[config.mk]
export PLATFORM = sky130hd
export DESIGN_NAME = mdc_diag_counters
export DESIGN_NICKNAME = d
export VERILOG_FILES = /design/src/mdc_pkg.sv /design/src/mdc_diag_counters.sv
export SDC_FILE = /design/constraint.sdc
export NUM_CORES = 1
export LEC_CHECK = 0
export ABC_AREA = 1
export ABC_CLOCK_PERIOD_IN_PS = 4600
export BUFFER_PORTS_ARGS = -buffer_cell sky130_fd_sc_hd__buf_4
export CAP_MARGIN = 20
export CORE_MARGIN = 2
export CORE_UTILIZATION = 55
export DETAILED_ROUTE_END_ITERATION = 10
export GPL_TIMING_DRIVEN = 0
export MAX_ROUTING_LAYER = met4
export PLACE_DENSITY = 0.87
export SYNTH_ARGS = -nofsm -noshare
export SYNTH_HDL_FRONTEND = slang
export SYNTH_SLANG_ARGS = --single-unit
[constraint.sdc]
create_clock -name sys_clk_i -period 4.6 [get_ports sys_clk_i]
set_input_delay 0.46 -clock sys_clk_i [delete_from_list [all_inputs] [get_ports sys_clk_i]]
set_output_delay 0.46 -clock sys_clk_i [all_outputs]
set_load 0.03 [all_outputs]
[src/mdc_pkg.sv]
// mdc_pkg: constants and carriers for the diagnostic counter unit
// assumes a frame layer that reports per-message events as one-cycle pulses
package mdc_pkg;

  localparam int MDC_CNT_W = 16;
  localparam int MDC_NUM_CNT = 8;
  localparam logic [7:0] MDC_FUNC_DIAG = 8'h08;
  localparam logic [7:0] MDC_EXC_FLAG = 8'h80;
  localparam logic [15:0] MDC_SUB_CLEAR = 16'h000A;
  localparam logic [15:0] MDC_SUB_FIRST = 16'h000B;
  localparam logic [15:0] MDC_SUB_LAST = 16'h0012;
  localparam logic [15:0] MDC_DATA_ZERO = 16'h0000;
  localparam logic [15:0] MDC_CNT_RESET = 16'h0000;
  localparam logic [7:0] MDC_EXC_ILL_FUNC = 8'h01;
  localparam logic [7:0] MDC_EXC_ILL_ADDR = 8'h02;
  localparam logic [7:0] MDC_EXC_ILL_VAL = 8'h03;

  // counter slots, in sub-function order from 0BH
  localparam int MDC_IDX_BUS_MSG = 0;
  localparam int MDC_IDX_CRC_ERR = 1;
  localparam int MDC_IDX_EXC = 2;
  localparam int MDC_IDX_SLV_MSG = 3;
  localparam int MDC_IDX_NO_RSP = 4;
  localparam int MDC_IDX_NAK = 5;
  localparam int MDC_IDX_BUSY = 6;
  localparam int MDC_IDX_OVR = 7;

  // per-frame outcome reported by the frame layer at end of frame
  typedef struct packed {
    logic frame_end;     // one-cycle strobe: a frame was detected
    logic crc_bad;       // frame failed the check
    logic addr_own;      // frame carried this slave's address
    logic addr_bcast;    // frame carried the broadcast address
    logic overrun;       // receive character overrun in this frame
  } mdc_frame_ev_s;

  // reply outcome reported by the responder
  typedef struct packed {
    logic sent;          // one-cycle strobe: a reply decision was made
    logic none;          // no reply was sent
    logic exc;           // reply was an exception
    logic [7:0] exc_code;
  } mdc_reply_ev_s;

  // diagnostic request, fields already assembled MSB first
  typedef struct packed {
    logic valid;
    logic bcast;
    logic [15:0] sub_func;
    logic [15:0] data;
  } mdc_req_s;

  // diagnostic answer
  typedef struct packed {
    logic valid;
    logic exc;
    logic [7:0] func;
    logic [15:0] sub_func;
    logic [15:0] value;
    logic [7:0] exc_code;
  } mdc_rsp_s;

  typedef enum logic [1:0] {
    MDC_IDLE = 2'b00,
    MDC_SEL = 2'b01,
    MDC_ANS = 2'b11
  } mdc_state_e;

  localparam logic [7:0] MDC_EXC_NAK = 8'h07;
  localparam logic [7:0] MDC_EXC_BUSY = 8'h06;

endpackage : mdc_pkg

[src/mdc_diag_counters.sv]
// mdc_diag_counters: serial bus slave diagnostic counters and 08H responder
// assumes frame and reply events arrive as single-cycle strobes, one per frame
`timescale 1ns/1ps
`default_nettype none

module mdc_diag_counters
  import mdc_pkg::*;
(
  input wire logic sys_clk_i,
  input wire logic rst_n_i,
  input wire mdc_frame_ev_s frame_ev_i,
  input wire mdc_reply_ev_s reply_ev_i,
  input wire mdc_req_s req_i,
  output mdc_rsp_s rsp_o,
  output logic busy_o,
  output logic [15:0] diag_reg_o
);

  // ==========================================================
  // counter events
  logic [MDC_NUM_CNT-1:0] inc;
  logic clear_now;
  logic [15:0] cnt_reg [MDC_NUM_CNT];
  logic [15:0] cnt_next [MDC_NUM_CNT];
  logic [15:0] diag_reg;
  logic [15:0] diag_next;

  always_comb begin
    inc = '0;
    // one strobe per frame, so one increment per message
    inc[MDC_IDX_BUS_MSG] = frame_ev_i.frame_end;
    inc[MDC_IDX_CRC_ERR] = frame_ev_i.frame_end & frame_ev_i.crc_bad;
    inc[MDC_IDX_SLV_MSG] = frame_ev_i.frame_end & ~frame_ev_i.crc_bad &
      (frame_ev_i.addr_own | frame_ev_i.addr_bcast);
    inc[MDC_IDX_OVR] = frame_ev_i.frame_end & frame_ev_i.addr_own &
      frame_ev_i.overrun;
    // reply strobes concern own-address or broadcast messages only
    inc[MDC_IDX_EXC] = reply_ev_i.sent & reply_ev_i.exc;
    inc[MDC_IDX_NO_RSP] = reply_ev_i.sent & reply_ev_i.none;
    inc[MDC_IDX_NAK] = reply_ev_i.sent & reply_ev_i.exc &
      (reply_ev_i.exc_code == MDC_EXC_NAK);
    inc[MDC_IDX_BUSY] = reply_ev_i.sent & reply_ev_i.exc &
      (reply_ev_i.exc_code == MDC_EXC_BUSY);
  end

  genvar gi;
  generate
    for (gi = 0; gi < MDC_NUM_CNT; gi++) begin : g_cnt
      always_comb begin
        if (clear_now) begin
          cnt_next[gi] = MDC_CNT_RESET;
        end else if (inc[gi]) begin
          cnt_next[gi] = cnt_reg[gi] + 16'h0001;
        end else begin
          cnt_next[gi] = cnt_reg[gi];
        end
      end
      always_ff @(posedge sys_clk_i) begin
        if (!rst_n_i) begin
          cnt_reg[gi] <= MDC_CNT_RESET;
        end else begin
          cnt_reg[gi] <= cnt_next[gi];
        end
      end
    end
  endgenerate

  always_comb begin
    diag_next = clear_now ? MDC_CNT_RESET : diag_reg;
  end

  always_ff @(posedge sys_clk_i) begin
    if (!rst_n_i) begin
      diag_reg <= MDC_CNT_RESET;
    end else begin
      diag_reg <= diag_next;
    end
  end

  assign diag_reg_o = diag_reg;

  // ==========================================================
  // request handling
  mdc_state_e state_reg;
  mdc_state_e state_next;
  mdc_req_s req_reg;
  mdc_req_s req_next;
  mdc_rsp_s rsp_reg;
  mdc_rsp_s rsp_next;
  logic [3:0] sel;
  logic in_range;

  assign in_range = (req_reg.sub_func >= MDC_SUB_CLEAR) &&
    (req_reg.sub_func <= MDC_SUB_LAST);
  assign sel = 4'(req_reg.sub_func - MDC_SUB_FIRST);
  assign clear_now = (state_reg == MDC_SEL) && !req_reg.bcast &&
    (req_reg.sub_func == MDC_SUB_CLEAR) &&
    (req_reg.data == MDC_DATA_ZERO);

  always_comb begin
    state_next = state_reg;
    req_next = req_reg;
    rsp_next = rsp_reg;
    rsp_next.valid = 1'b0;
    unique case (state_reg)
      MDC_IDLE: begin
        if (req_i.valid && !req_i.bcast) begin
          req_next = req_i;
          state_next = MDC_SEL;
        end
      end
      MDC_SEL: begin
        rsp_next.func = MDC_FUNC_DIAG;
        rsp_next.sub_func = req_reg.sub_func;
        rsp_next.exc = 1'b0;
        rsp_next.exc_code = 8'h00;
        rsp_next.value = MDC_CNT_RESET;
        if (!in_range) begin
          rsp_next.exc = 1'b1;
          rsp_next.func = MDC_FUNC_DIAG | MDC_EXC_FLAG;
          rsp_next.exc_code = MDC_EXC_ILL_FUNC;
        end else if (req_reg.data != MDC_DATA_ZERO) begin
          rsp_next.exc = 1'b1;
          rsp_next.func = MDC_FUNC_DIAG | MDC_EXC_FLAG;
          rsp_next.exc_code = MDC_EXC_ILL_VAL;
        end else if (req_reg.sub_func != MDC_SUB_CLEAR) begin
          rsp_next.value = cnt_reg[sel[2:0]];
        end
        rsp_next.valid = 1'b1;
        state_next = MDC_ANS;
      end
      MDC_ANS: begin
        state_next = MDC_IDLE;
      end
      default: state_next = MDC_IDLE;
    endcase
  end

  always_ff @(posedge sys_clk_i) begin
    if (!rst_n_i) begin
      state_reg <= MDC_IDLE;
      req_reg <= '0;
      rsp_reg <= '0;
    end else begin
      state_reg <= state_next;
      req_reg <= req_next;
      rsp_reg <= rsp_next;
    end
  end

  assign rsp_o = rsp_reg;
  assign busy_o = (state_reg != MDC_IDLE);

  // ==========================================================
  // checks
  property p_clear_zero;
    @(posedge sys_clk_i) disable iff (!rst_n_i)
      clear_now |=> (cnt_reg[MDC_IDX_BUS_MSG] == 16'h0000) &&
        (cnt_reg[MDC_IDX_OVR] == 16'h0000);
  endproperty
  a_clear_zero: assert property (p_clear_zero)
    else $error("counters not cleared");

  property p_bus_inc;
    @(posedge sys_clk_i) disable iff (!rst_n_i)
      (frame_ev_i.frame_end && !clear_now) |=>
        cnt_reg[MDC_IDX_BUS_MSG] == $past(cnt_reg[MDC_IDX_BUS_MSG]) + 16'h1;
  endproperty
  a_bus_inc: assert property (p_bus_inc)
    else $error("bus message count wrong");

  property p_crc_hold;
    @(posedge sys_clk_i) disable iff (!rst_n_i)
      (!frame_ev_i.crc_bad && !clear_now) |=>
        $stable(cnt_reg[MDC_IDX_CRC_ERR]);
  endproperty
  a_crc_hold: assert property (p_crc_hold)
    else $error("crc count moved without error");

  property p_nak_inc;
    @(posedge sys_clk_i) disable iff (!rst_n_i)
      (inc[MDC_IDX_NAK] && !clear_now) |=>
        cnt_reg[MDC_IDX_NAK] != $past(cnt_reg[MDC_IDX_NAK]);
  endproperty
  a_nak_inc: assert property (p_nak_inc)
    else $error("nak count not advanced");

  property p_range;
    @(posedge sys_clk_i) disable iff (!rst_n_i)
      (rsp_o.valid && !rsp_o.exc) |->
        rsp_o.sub_func >= 16'h000A && rsp_o.sub_func <= 16'h0012;
  endproperty
  a_range: assert property (p_range)
    else $error("out of range sub-function answered");

  property p_echo;
    @(posedge sys_clk_i) disable iff (!rst_n_i)
      (state_reg == MDC_SEL) |=> rsp_o.valid &&
        rsp_o.sub_func == $past(req_reg.sub_func);
  endproperty
  a_echo: assert property (p_echo)
    else $error("reply does not echo sub-function");

  property p_bcast;
    @(posedge sys_clk_i) disable iff (!rst_n_i)
      (state_reg == MDC_IDLE && req_i.valid && req_i.bcast) |=>
        state_reg == MDC_IDLE;
  endproperty
  a_bcast: assert property (p_bcast)
    else $error("broadcast diagnostic accepted");

  property p_wrap;
    @(posedge sys_clk_i) disable iff (!rst_n_i)
      (cnt_reg[MDC_IDX_BUS_MSG] == 16'hFFFF && inc[MDC_IDX_BUS_MSG] &&
        !clear_now) |=> cnt_reg[MDC_IDX_BUS_MSG] == 16'h0000;
  endproperty
  a_wrap: assert property (p_wrap)
    else $error("counter did not wrap");

  property p_ans_2cyc;
    @(posedge sys_clk_i) disable iff (!rst_n_i)
      (state_reg == MDC_IDLE && req_i.valid && !req_i.bcast) |=>
        ##1 rsp_o.valid;
  endproperty
  a_ans_2cyc: assert property (p_ans_2cyc)
    else $error("answer late");

  c_clear: cover property (@(posedge sys_clk_i) clear_now);
  c_exc: cover property (@(posedge sys_clk_i) rsp_o.valid && rsp_o.exc);
  c_read: cover property (@(posedge sys_clk_i)
    rsp_o.valid && !rsp_o.exc && rsp_o.value != 16'h0000);

endmodule // mdc_diag_counters

`default_nettype wire

; ---- Word level (Yosys, flattened, before mapping)
; Memory sizes are Yosys's and may differ from the RTL's.
; Index checks and enable logic that the tools add are counted.
; Widths: inputs -> output; s select.
[totals]
regBits = 85
ram_bits = 128
in_bits = 52
output_inout_bits = 67
elab_cells = 95
mem_count = 1
[mem_list]
columns = memory, words, word_bits, read_ports, rd_clocked_by_memory_dff, wr, line_no
row1 = cnt_reg, 8, 16, 9, 0, 8, mdc_diag_counters.sv:23  ; logic [15:0] cnt_reg [MDC_NUM_CNT];
[classes]
add_sub_neg = 9
magnitude_cmp = 2
n_eq_ne = 6
muxes = 36
n_bitwise = 19
reduce_logical = 12
[op_table]
columns = operator, n
row1 = $mux 16, 27
row2 = $add 16x1->16 const B, 8
row3 = $mux 50, 1
row4 = $mux 9, 2
row5 = $eq 16x4->1 const B, 1
row6 = $eq 8x3->1 const B, 2
row7 = $ge 16x4->1 const B, 1
row8 = $le 16x5->1 const B, 1
row9 = $logic_not 16->1, 1
row10 = $ne 16x4->1 const B, 1
row11 = $reduce_bool 16->1, 1
row12 = $and 1x1->1, 9
row13 = $or 1x1->1, 9
row14 = $mux 2, 3
row15 = $logic_and 1x1->1, 5
row16 = $pmux 2 s2, 1
row17 = $sub 3x2->3 const B, 1
row18 = $eq 2x1->1 const B, 1
row19 = $logic_not 1->1, 2
row20 = $logic_not 2->1, 1
row21 = $mux 1, 2
row22 = $ne 2x2->1 const B, 1
row23 = $reduce_and 2->1, 1
row24 = $reduce_bool 2->1, 1
row25 = $not 1->1, 1

; ---- Longest topological paths before layout
; Gate-level depths: netlist of run 1.
[depth]
word_depth = 6
mapped_depth = 14
depth_no_buf = 11

; ---- Worst setup path before layout of run 1
; No wires, ideal clock.
[synth_timing]
path_kind = register -> register
startpoint = register req_reg[16] (netlist name)
endpoint = register rsp_reg, in the netlist rsp_o[18]
setup_ps = 139
t_arrival_ps = 1908
required_ps = 4461
setup_slack_ps = 2553
stages_incl_launch_ff = 13
n_path_buf = 4
period_less_slack_ps = 2047
path_cell_list = dfxtp_1 inv_1 buf_2 buf_2 ha_1 buf_2 inv_1 clkbuf_1 nand3_1 nand3_2 a21oi_2 nand2_1 a21oi_2
[synth_between]
elab_chain_len = 5
word_cells_on_any_way = 9
classes_between = 1 x add/sub / 2 x order compare / 1 x eq/ne / 3 x mux / 1 x reduce/logical / 1 x memory
[synth_lines]
columns = element, line_no
row1 = start: declaration, mdc_diag_counters.sv:86  ; mdc_req_s req_reg;
row2 = start signal: assignment, mdc_diag_counters.sv:146  ; req_reg <= req_next;
row3 = $sub 3x2->3, mdc_diag_counters.sv:95  ; assign sel = 4'(req_reg.sub_func - MDC_SUB_FIRST);
row4 = $mem_v2 8x16, --
row5 = $mux 16, mdc_diag_counters.sv:126  ; end else if (req_reg.sub_func != MDC_SUB_CLEAR) begin
row6 = $mux 16, mdc_diag_counters.sv:122  ; end else if (req_reg.data != MDC_DATA_ZERO) begin
row7 = $mux 16 *, mdc_diag_counters.sv:118  ; if (!in_range) begin
row8 = end signal: assignment, mdc_diag_counters.sv:147  ; rsp_reg <= rsp_next;
row9 = end: declaration, mdc_diag_counters.sv:88  ; mdc_rsp_s rsp_reg;
; Mark *: on every way between the ends. The rest lies on a longest branch, timed or not.
; A chain may end at the register's enable or synchronous reset.

; ---- Worst setup path after layout of run 1
[layout_timing]
startpoint = register req_reg[16] (netlist name)
endpoint = register rsp_reg, in the netlist rsp_o[11]
; The elaborated chain is that of the path after synthesis.

==> flow_summary.ini, run 1 <==
[floorplanning]
die-height_um = 141.0
rows = 50
die-area_um2 = 19890
dieWidth_um = 141.0
core_area_um2 = 18580
ios = 119
initial_core_util_pct = 55.60

[job]
drv_cap = 0

[placed_design]
place.gp.congestion = 0.9691
io_buffers = 89
pre_cts_slack_ns = 1.877
placed_cell_area_um2 = 11390
hpwl_um = 20950
dp_cells = 1884

[run_status]
status = finished, final reports clean

[sta]
fin_crit_sh_pct = 61.96
drv_slew = 0
setup_viol = 0
fin_tns_setup_ns = 0
worst_pin_slew_ns = 0.6302
final.setup_skew_ns = 0.01481
setup_ws_ns = 1.750
rsz0062_at_grt = no
relSlewSlack_pct = 57.99
fmax_mhz = 350.8
hold_violations = 0
min_period_ns = 2.850

[synthesis]
yosysUniqueCellTypes = 43
syn_avg_cell_area_um2 = 6.734
synth-seq-cells = 199
syn_inst = 1534
yosysSeqAreaShare_pct = 38.57
syn_area_um2 = 10330
yosys_warnings = 0

[cts]
cts_tree = done
ctsRootBufferMaster = clkbuf_16
clock_latency_ns = 0.46
clock_sinks = 199
clk_pin_slew_ns = 0.09
cts.path.max_buffers = 2
cts_resized = 0
cts_inserted_buffers = 17
post_cts_buffers = 0
cts_hold_buffers = 0
htree_levels = 4

[global_route]
grt_pass1_wl_um = 46000
antenna_found_initial = 0
grt.total_usage_pct = 29.54
grt.overflow.total = 0
grt_max_degree = 23
grt_pass1_vias = 9570

[critical_path]
rrSetupSlack_ns = 1.75
crit_fanout = 10
crit_family = buffers and inverters
arrival_ns = 3.18
timing.rr.end = rsp_o[11]
worst_setup_path_end_kind = flop
cp-start-kind = flop
worstSetupPathType = flop to flop
critical_path_buf_inv_count = 6
r2r_start = req_reg[16]
rr_worst_depth = 12
worstPathCellList = inv_1 > buf_2 > buf_2 > ha_1 > buf_2 > inv_1 > clkbuf_1 > nand3_1 > nand3_1 > a21oi_1 > nand2_1 > a21oi_1
cp_common_cell = buf_2
required_ns = 4.93
slowest_delay_ns = 0.40
cpMaxStageDelayCell = clkbuf_1

[pwr]
p_leak_nw = 4.801
peakVddDrop_mv = 0.2910
p_total_mw = 3.838
powerDensity_nw_per_um2 = 319.4

[layout]
antenna_cells = 0
final_cells = 1916
layout_commonest_cell = nand2_1
drive_above_1_share_pct = 14.03
nets = 1731
layout_common_cells = 408 x nand2_1, 267 x nor2_1, 199 x dfxtp_1
largest_reg_flops = 128
final_area_um2 = 12020
area_growth_pct = 16.33

[worst_hold_path]
holdPathStages = 3
hold_path.startpoint = req_i[17]
holdPathEnd = req_reg[17]
worstHoldPathType = primary input to flop

[route]
drtAntennaViolNets = 0
drc = 0
drtIter0Drc = 1049
first_pass_iters = 6
detail_route.wirelength_um = 28120
viasPerCell = 5.482
vias = 10503
wire_per_inst_um = 14.68
where the power goes:
group / total (mW) / internal (mW) / switching, mW / leakage, nW
Sequential: 1.79 / 1.76 / 0.0306 / 1.61
Combinational: 0.495 / 0.163 / 0.332 / 2.89
Clock: 1.55 / 0.748 / 0.803 / 0.301
Yosys cell counts:
cell,count,area share (%)
clkinv_1,1,0.036
xor2_1,38,3.2
or2_0,5,0.30
nand2_4,1,0.11
nand3_1,141,6.8
a211oi_1,1,0.073
clkinv_2,1,0.048
nor2_1,267,9.7
nand3b_2,1,0.11
nor2_4,1,0.11
nor3_1,29,1.4
xor2_2,1,0.16
nand4_1,14,0.85
inv_2,5,0.18
buf_2,20,0.97
inv_1,89,3.2
nor4_1,1,0.061
buf_4,38,2.8
conb_1,1,0.036
nand3_4,1,0.17
clkbuf_1,26,0.94
a31oi_1,2,0.12
and3_1,2,0.12
a21oi_2,12,1.0
nand3b_1,4,0.29
o22ai_1,1,0.061
o21ai_2,1,0.085
o21ai_0,64,3.1
nor2_2,6,0.36
buf_1,1,0.036
ha_1,10,1.2
dfxtp_1,199,39
nand2_1,408,15
a21o_1,2,0.15
nand3_2,10,0.97
buf_6,2,0.22
nor3b_1,9,0.65
a21oi_1,85,4.1
or2_2,9,0.55
nor3_2,2,0.19
xnor2_1,19,1.6
nand2_2,2,0.12
nor3_4,2,0.31
worst max path at each step:
| stage | start | end | cells after the start |
|---|---|---|---|
| detailed placement | req_reg[16] | rsp_o[9] | 12 |
| floorplan | req_reg[16] | rsp_o[18] | 12 |
| global placement | req_reg[16] | rsp_o[17] | 12 |
| global route | req_reg[16] | rsp_o[12] | 12 |
| finish | req_reg[16] | rsp_o[11] | 12 |
| CTS | req_reg[16] | rsp_o[12] | 12 |
through the flow:
stage,hold slack [ns],utilization (%)
final,0.2155,64.67
after global routing,0.2114,64.67
after CTS,0.2173,64.67
after detailed placement,0.4259,61.31
after global placement,0.4232,61.31
after floorplan,0.4155,-
worst reg2reg max path, cell delays in order (launching register included):
cell      delay, ns
dfxtp_1        0.34
inv_1          0.13
buf_2          0.27
buf_2          0.28
ha_1           0.26
buf_2          0.18
inv_1          0.17
clkbuf_1       0.40
nand3_1        0.26
nand3_1        0.18
a21oi_1        0.10
nand2_1        0.09
a21oi_1        0.06
layout make-up:
type | instances | area [µm²]
tap | 234 | 292.8
clock buffer | 17 | 425.4
buffer | 87 | 509.2
clock inverter | 15 | 198.9
fill | 1597 | 6564
multi-input combinational | 1179 | 5577
inverter | 96 | 361.6
timing repair buffer | 89 | 668.1
sequential | 199 | 3984
kinds of logic (layout without fill, tap and decap cells):
logic type               count (synthesis)  after routing  share of synthesized area (%)
AO/OA/AOI/OAI                          168            168                          8.721
AND/OR/NAND/NOR                        915            915                          38.05
other                                    1             28                        0.03630
XOR/XNOR                                58             58                          4.990
flip-flops                             199            199                          38.57
adder cells (fa/ha/maj)                 10             10                          1.211
buffers and inverters                  183            304                          8.430
metal layers:
| layer | share of wire [%] | vias up | track usage (%) |
|---|---|---|---|
| met1 | 41 | 4760 | 37.74 |
| li1 | - | 5143 | - |
| met3 | 9.1 | 90 | 5.707 |
| met4 | 3.4 | 0 | 12.47 |
| met2 | 46 | 510 | 46.03 |
| met5 | 0 | - | - |
(Power assumes the default switching activity.)
==> inputs of run 2 (changes only) <==
--- a/config.mk
+++ b/config.mk
@@ -6,11 +6,11 @@
 export NUM_CORES = 1
 export LEC_CHECK = 0
 export ABC_AREA = 1
-export ABC_CLOCK_PERIOD_IN_PS = 4600
+export ABC_CLOCK_PERIOD_IN_PS = 2600
 export BUFFER_PORTS_ARGS = -buffer_cell sky130_fd_sc_hd__buf_4
 export CAP_MARGIN = 20
 export CORE_MARGIN = 2
-export CORE_UTILIZATION = 55
+export CORE_UTILIZATION = 53
 export DETAILED_ROUTE_END_ITERATION = 10
 export GPL_TIMING_DRIVEN = 0
 export MAX_ROUTING_LAYER = met4
==> constraint.sdc (replaced) <==
create_clock -name sys_clk_i -period 2.6 [get_ports sys_clk_i]
set_input_delay 0.26 -clock sys_clk_i [delete_from_list [all_inputs] [get_ports sys_clk_i]]
set_output_delay 0.26 -clock sys_clk_i [all_outputs]
set_load 0.03 [all_outputs]
==> run 2 against run 1 <==
Net effect: count of clock-buffer cells in the layout stayed put; die area is 3.7% higher; combinational power up 80%; hold slack got worse by 0.20 ns; total power is 77% higher; flip-flop and latch count unchanged; worst setup slack got worse by 1.6 ns; clock power up 76%; non-clock buffer count down 1; critical path type unchanged; highest routed layer unchanged.
==> flow_summary.ini, run 2 (synthesized netlist as in run 1, its figures left out) <==
[run_status]
status = finished, final reports clean

[placed_design]
io_buffers = 89
pre_cts_slack_ns = -0.08744
hpwl_um = 20930
place.gp.congestion = 1.011
placed_cell_area_um2 = 11430
dp_cells = 1915

[pwr]
pwr-share-clk_pct = 40.2
p_sw_mw = 2.055
p_comb_share_pct = 13.1
peakVddDrop_mv = 0.5591
p_sw_share_pct = 30.25
seqPwrFrac_pct = 46.7
p_leak_nw = 4.818
powerDensity_nw_per_um2 = 562.3
p_int_mw = 4.739

[critical_path]
required_ns = 2.98
worstSetupPathType = flop to flop
worst_setup_path_end_kind = flop
crit_fanout = 19
arrival_ns = 2.87
cp-start-kind = flop

[layout]
area_growth_pct = 16.96
layout_common_cells = 408 x nand2_1, 267 x nor2_1, 199 x dfxtp_1
final_area_um2 = 12080
layout_commonest_cell = nand2_1
antenna_cells = 0
drive_above_1_share_pct = 14.57
final_util_pct = 62.69
nets = 1730
final_cells = 1946
fill_cells = 1683
largest_reg_flops = 128

[sta]
setup_viol = 0
worst_pin_slew_ns = 0.6384
rsz0062_at_grt = no
min_period_ns = 2.499
drv_slew = 0
fin_crit_sh_pct = 96.10
setup_ws_ns = 0.1015
fmax_mhz = 400.2
final.setup_skew_ns = 0.01583
hold_violations = 0
relSlewSlack_pct = 57.44

[cts]
ctsRootBufferMaster = clkbuf_16
cts_tree = done
htree_levels = 4
clk_pin_slew_ns = 0.09
cts.path.max_buffers = 2
cts_hold_buffers = 0
post_cts_buffers = 0
clock_latency_ns = 0.46
cts_inserted_buffers = 17
clock_sinks = 199

[floorplanning]
ios = 119
dieWidth_um = 143.6
core_area_um2 = 19270
die-area_um2 = 20620
die-height_um = 143.6
rows = 51
initial_core_util_pct = 53.60

[job]
drv_cap = 0

[route]
wire_per_inst_um = 14.37
drtIter0Drc = 1051
drc = 0
drtAntennaViolNets = 0
first_pass_iters = 6
detail_route.wirelength_um = 27970
vias = 10338
viasPerCell = 5.312

[global_route]
grt_pass1_wl_um = 44660
grt_max_degree = 23
grt.overflow.total = 0
grt.total_usage_pct = 28.18
grt_pass1_vias = 9300
antenna_found_initial = 0

[worst_hold_path]
worstHoldPathType = primary input to flop
==> run 2: cell types whose count changed in the layout (fill, tap and decap cells not counted), sizes merged <==
cell,previous run,this run
clkbuf,43,46
inv,101,103
clkinv,10,8
buf,150,146
==> run 2: timing repair <==
action / 4_1_cts / 5_1_grt
endpoints found under the setup margin: 15 / 114
gates resized for setup: 4 / 12
endpoints found under the hold margin: 0 / 0
==> run 2: power groups by stage <==
stage	combinational [mW]	clock (mW)	sequential [mW]
after floorplan	0.529	0	3.27
after global placement	0.842	0	3.24
after detailed placement	0.854	0	3.24
after CTS	0.864	2.73	3.17
after global routing	0.963	2.87	3.18
final	0.889	2.73	3.17
==> run 2: final timing paths <==
kind | from | endpoint | slack [ns] | depth (start not counted)
worst min-delay path | req_i[14] | req_reg[14] | 0.02 | 3
worst max-delay path | req_reg[16] | rsp_o[11] | 0.10 | 11
worst max register to register | req_reg[16] | rsp_o[11] | 0.10 | 11
worst min register to register | req_reg[32] | req_reg[32] | 0.45 | 2
==> run 2: area by class of cell <==
type                       count  area (µm²)  share of cell area, %
buffer                        86       520.5                  4.308
clock buffer                  17       425.4                  3.521
clock inverter                15       193.9                  1.605
inverter                      96       361.6                  2.993
multi-input combinational   1179        5597                  46.32
sequential                   199        3984                  32.97
tap                          265       331.6                  2.744
timing repair buffer          89       668.1                  5.530
==> run 2: per-stage QoR <==
step | TNS, ns | total power, mW | hold WS [ns]
final | 0 | 6.794 | 0.01863
after global routing | 0 | 7.012 | 0.02349
after CTS | 0 | 6.769 | 0.01877
after detailed placement | -0.7782 | 4.097 | 0.4297
after global placement | -0.3729 | 4.082 | 0.4254
after floorplan | 0 | 3.803 | 0.3949
==> run 2: metal layers <==
metal	wire, µm	vias up	GRT usage (%)
met2	12850	469	45.91
met5	0	-	-
met1	11920	4689	34.65
li1	-	5125	-
met3	2572	55	6.531
met4	624	0	9.133
==> run 2: worst max-delay path, cell delays in order (launching register included) <==
cell      delay, ns
dfxtp_1        0.39
inv_1          0.12
clkbuf_4       0.27
ha_1           0.32
buf_2          0.18
inv_1          0.14
clkbuf_4       0.22
nand3_1        0.16
nand3_1        0.17
a21oi_2        0.23
nand2_1        0.07
a21oi_1        0.15
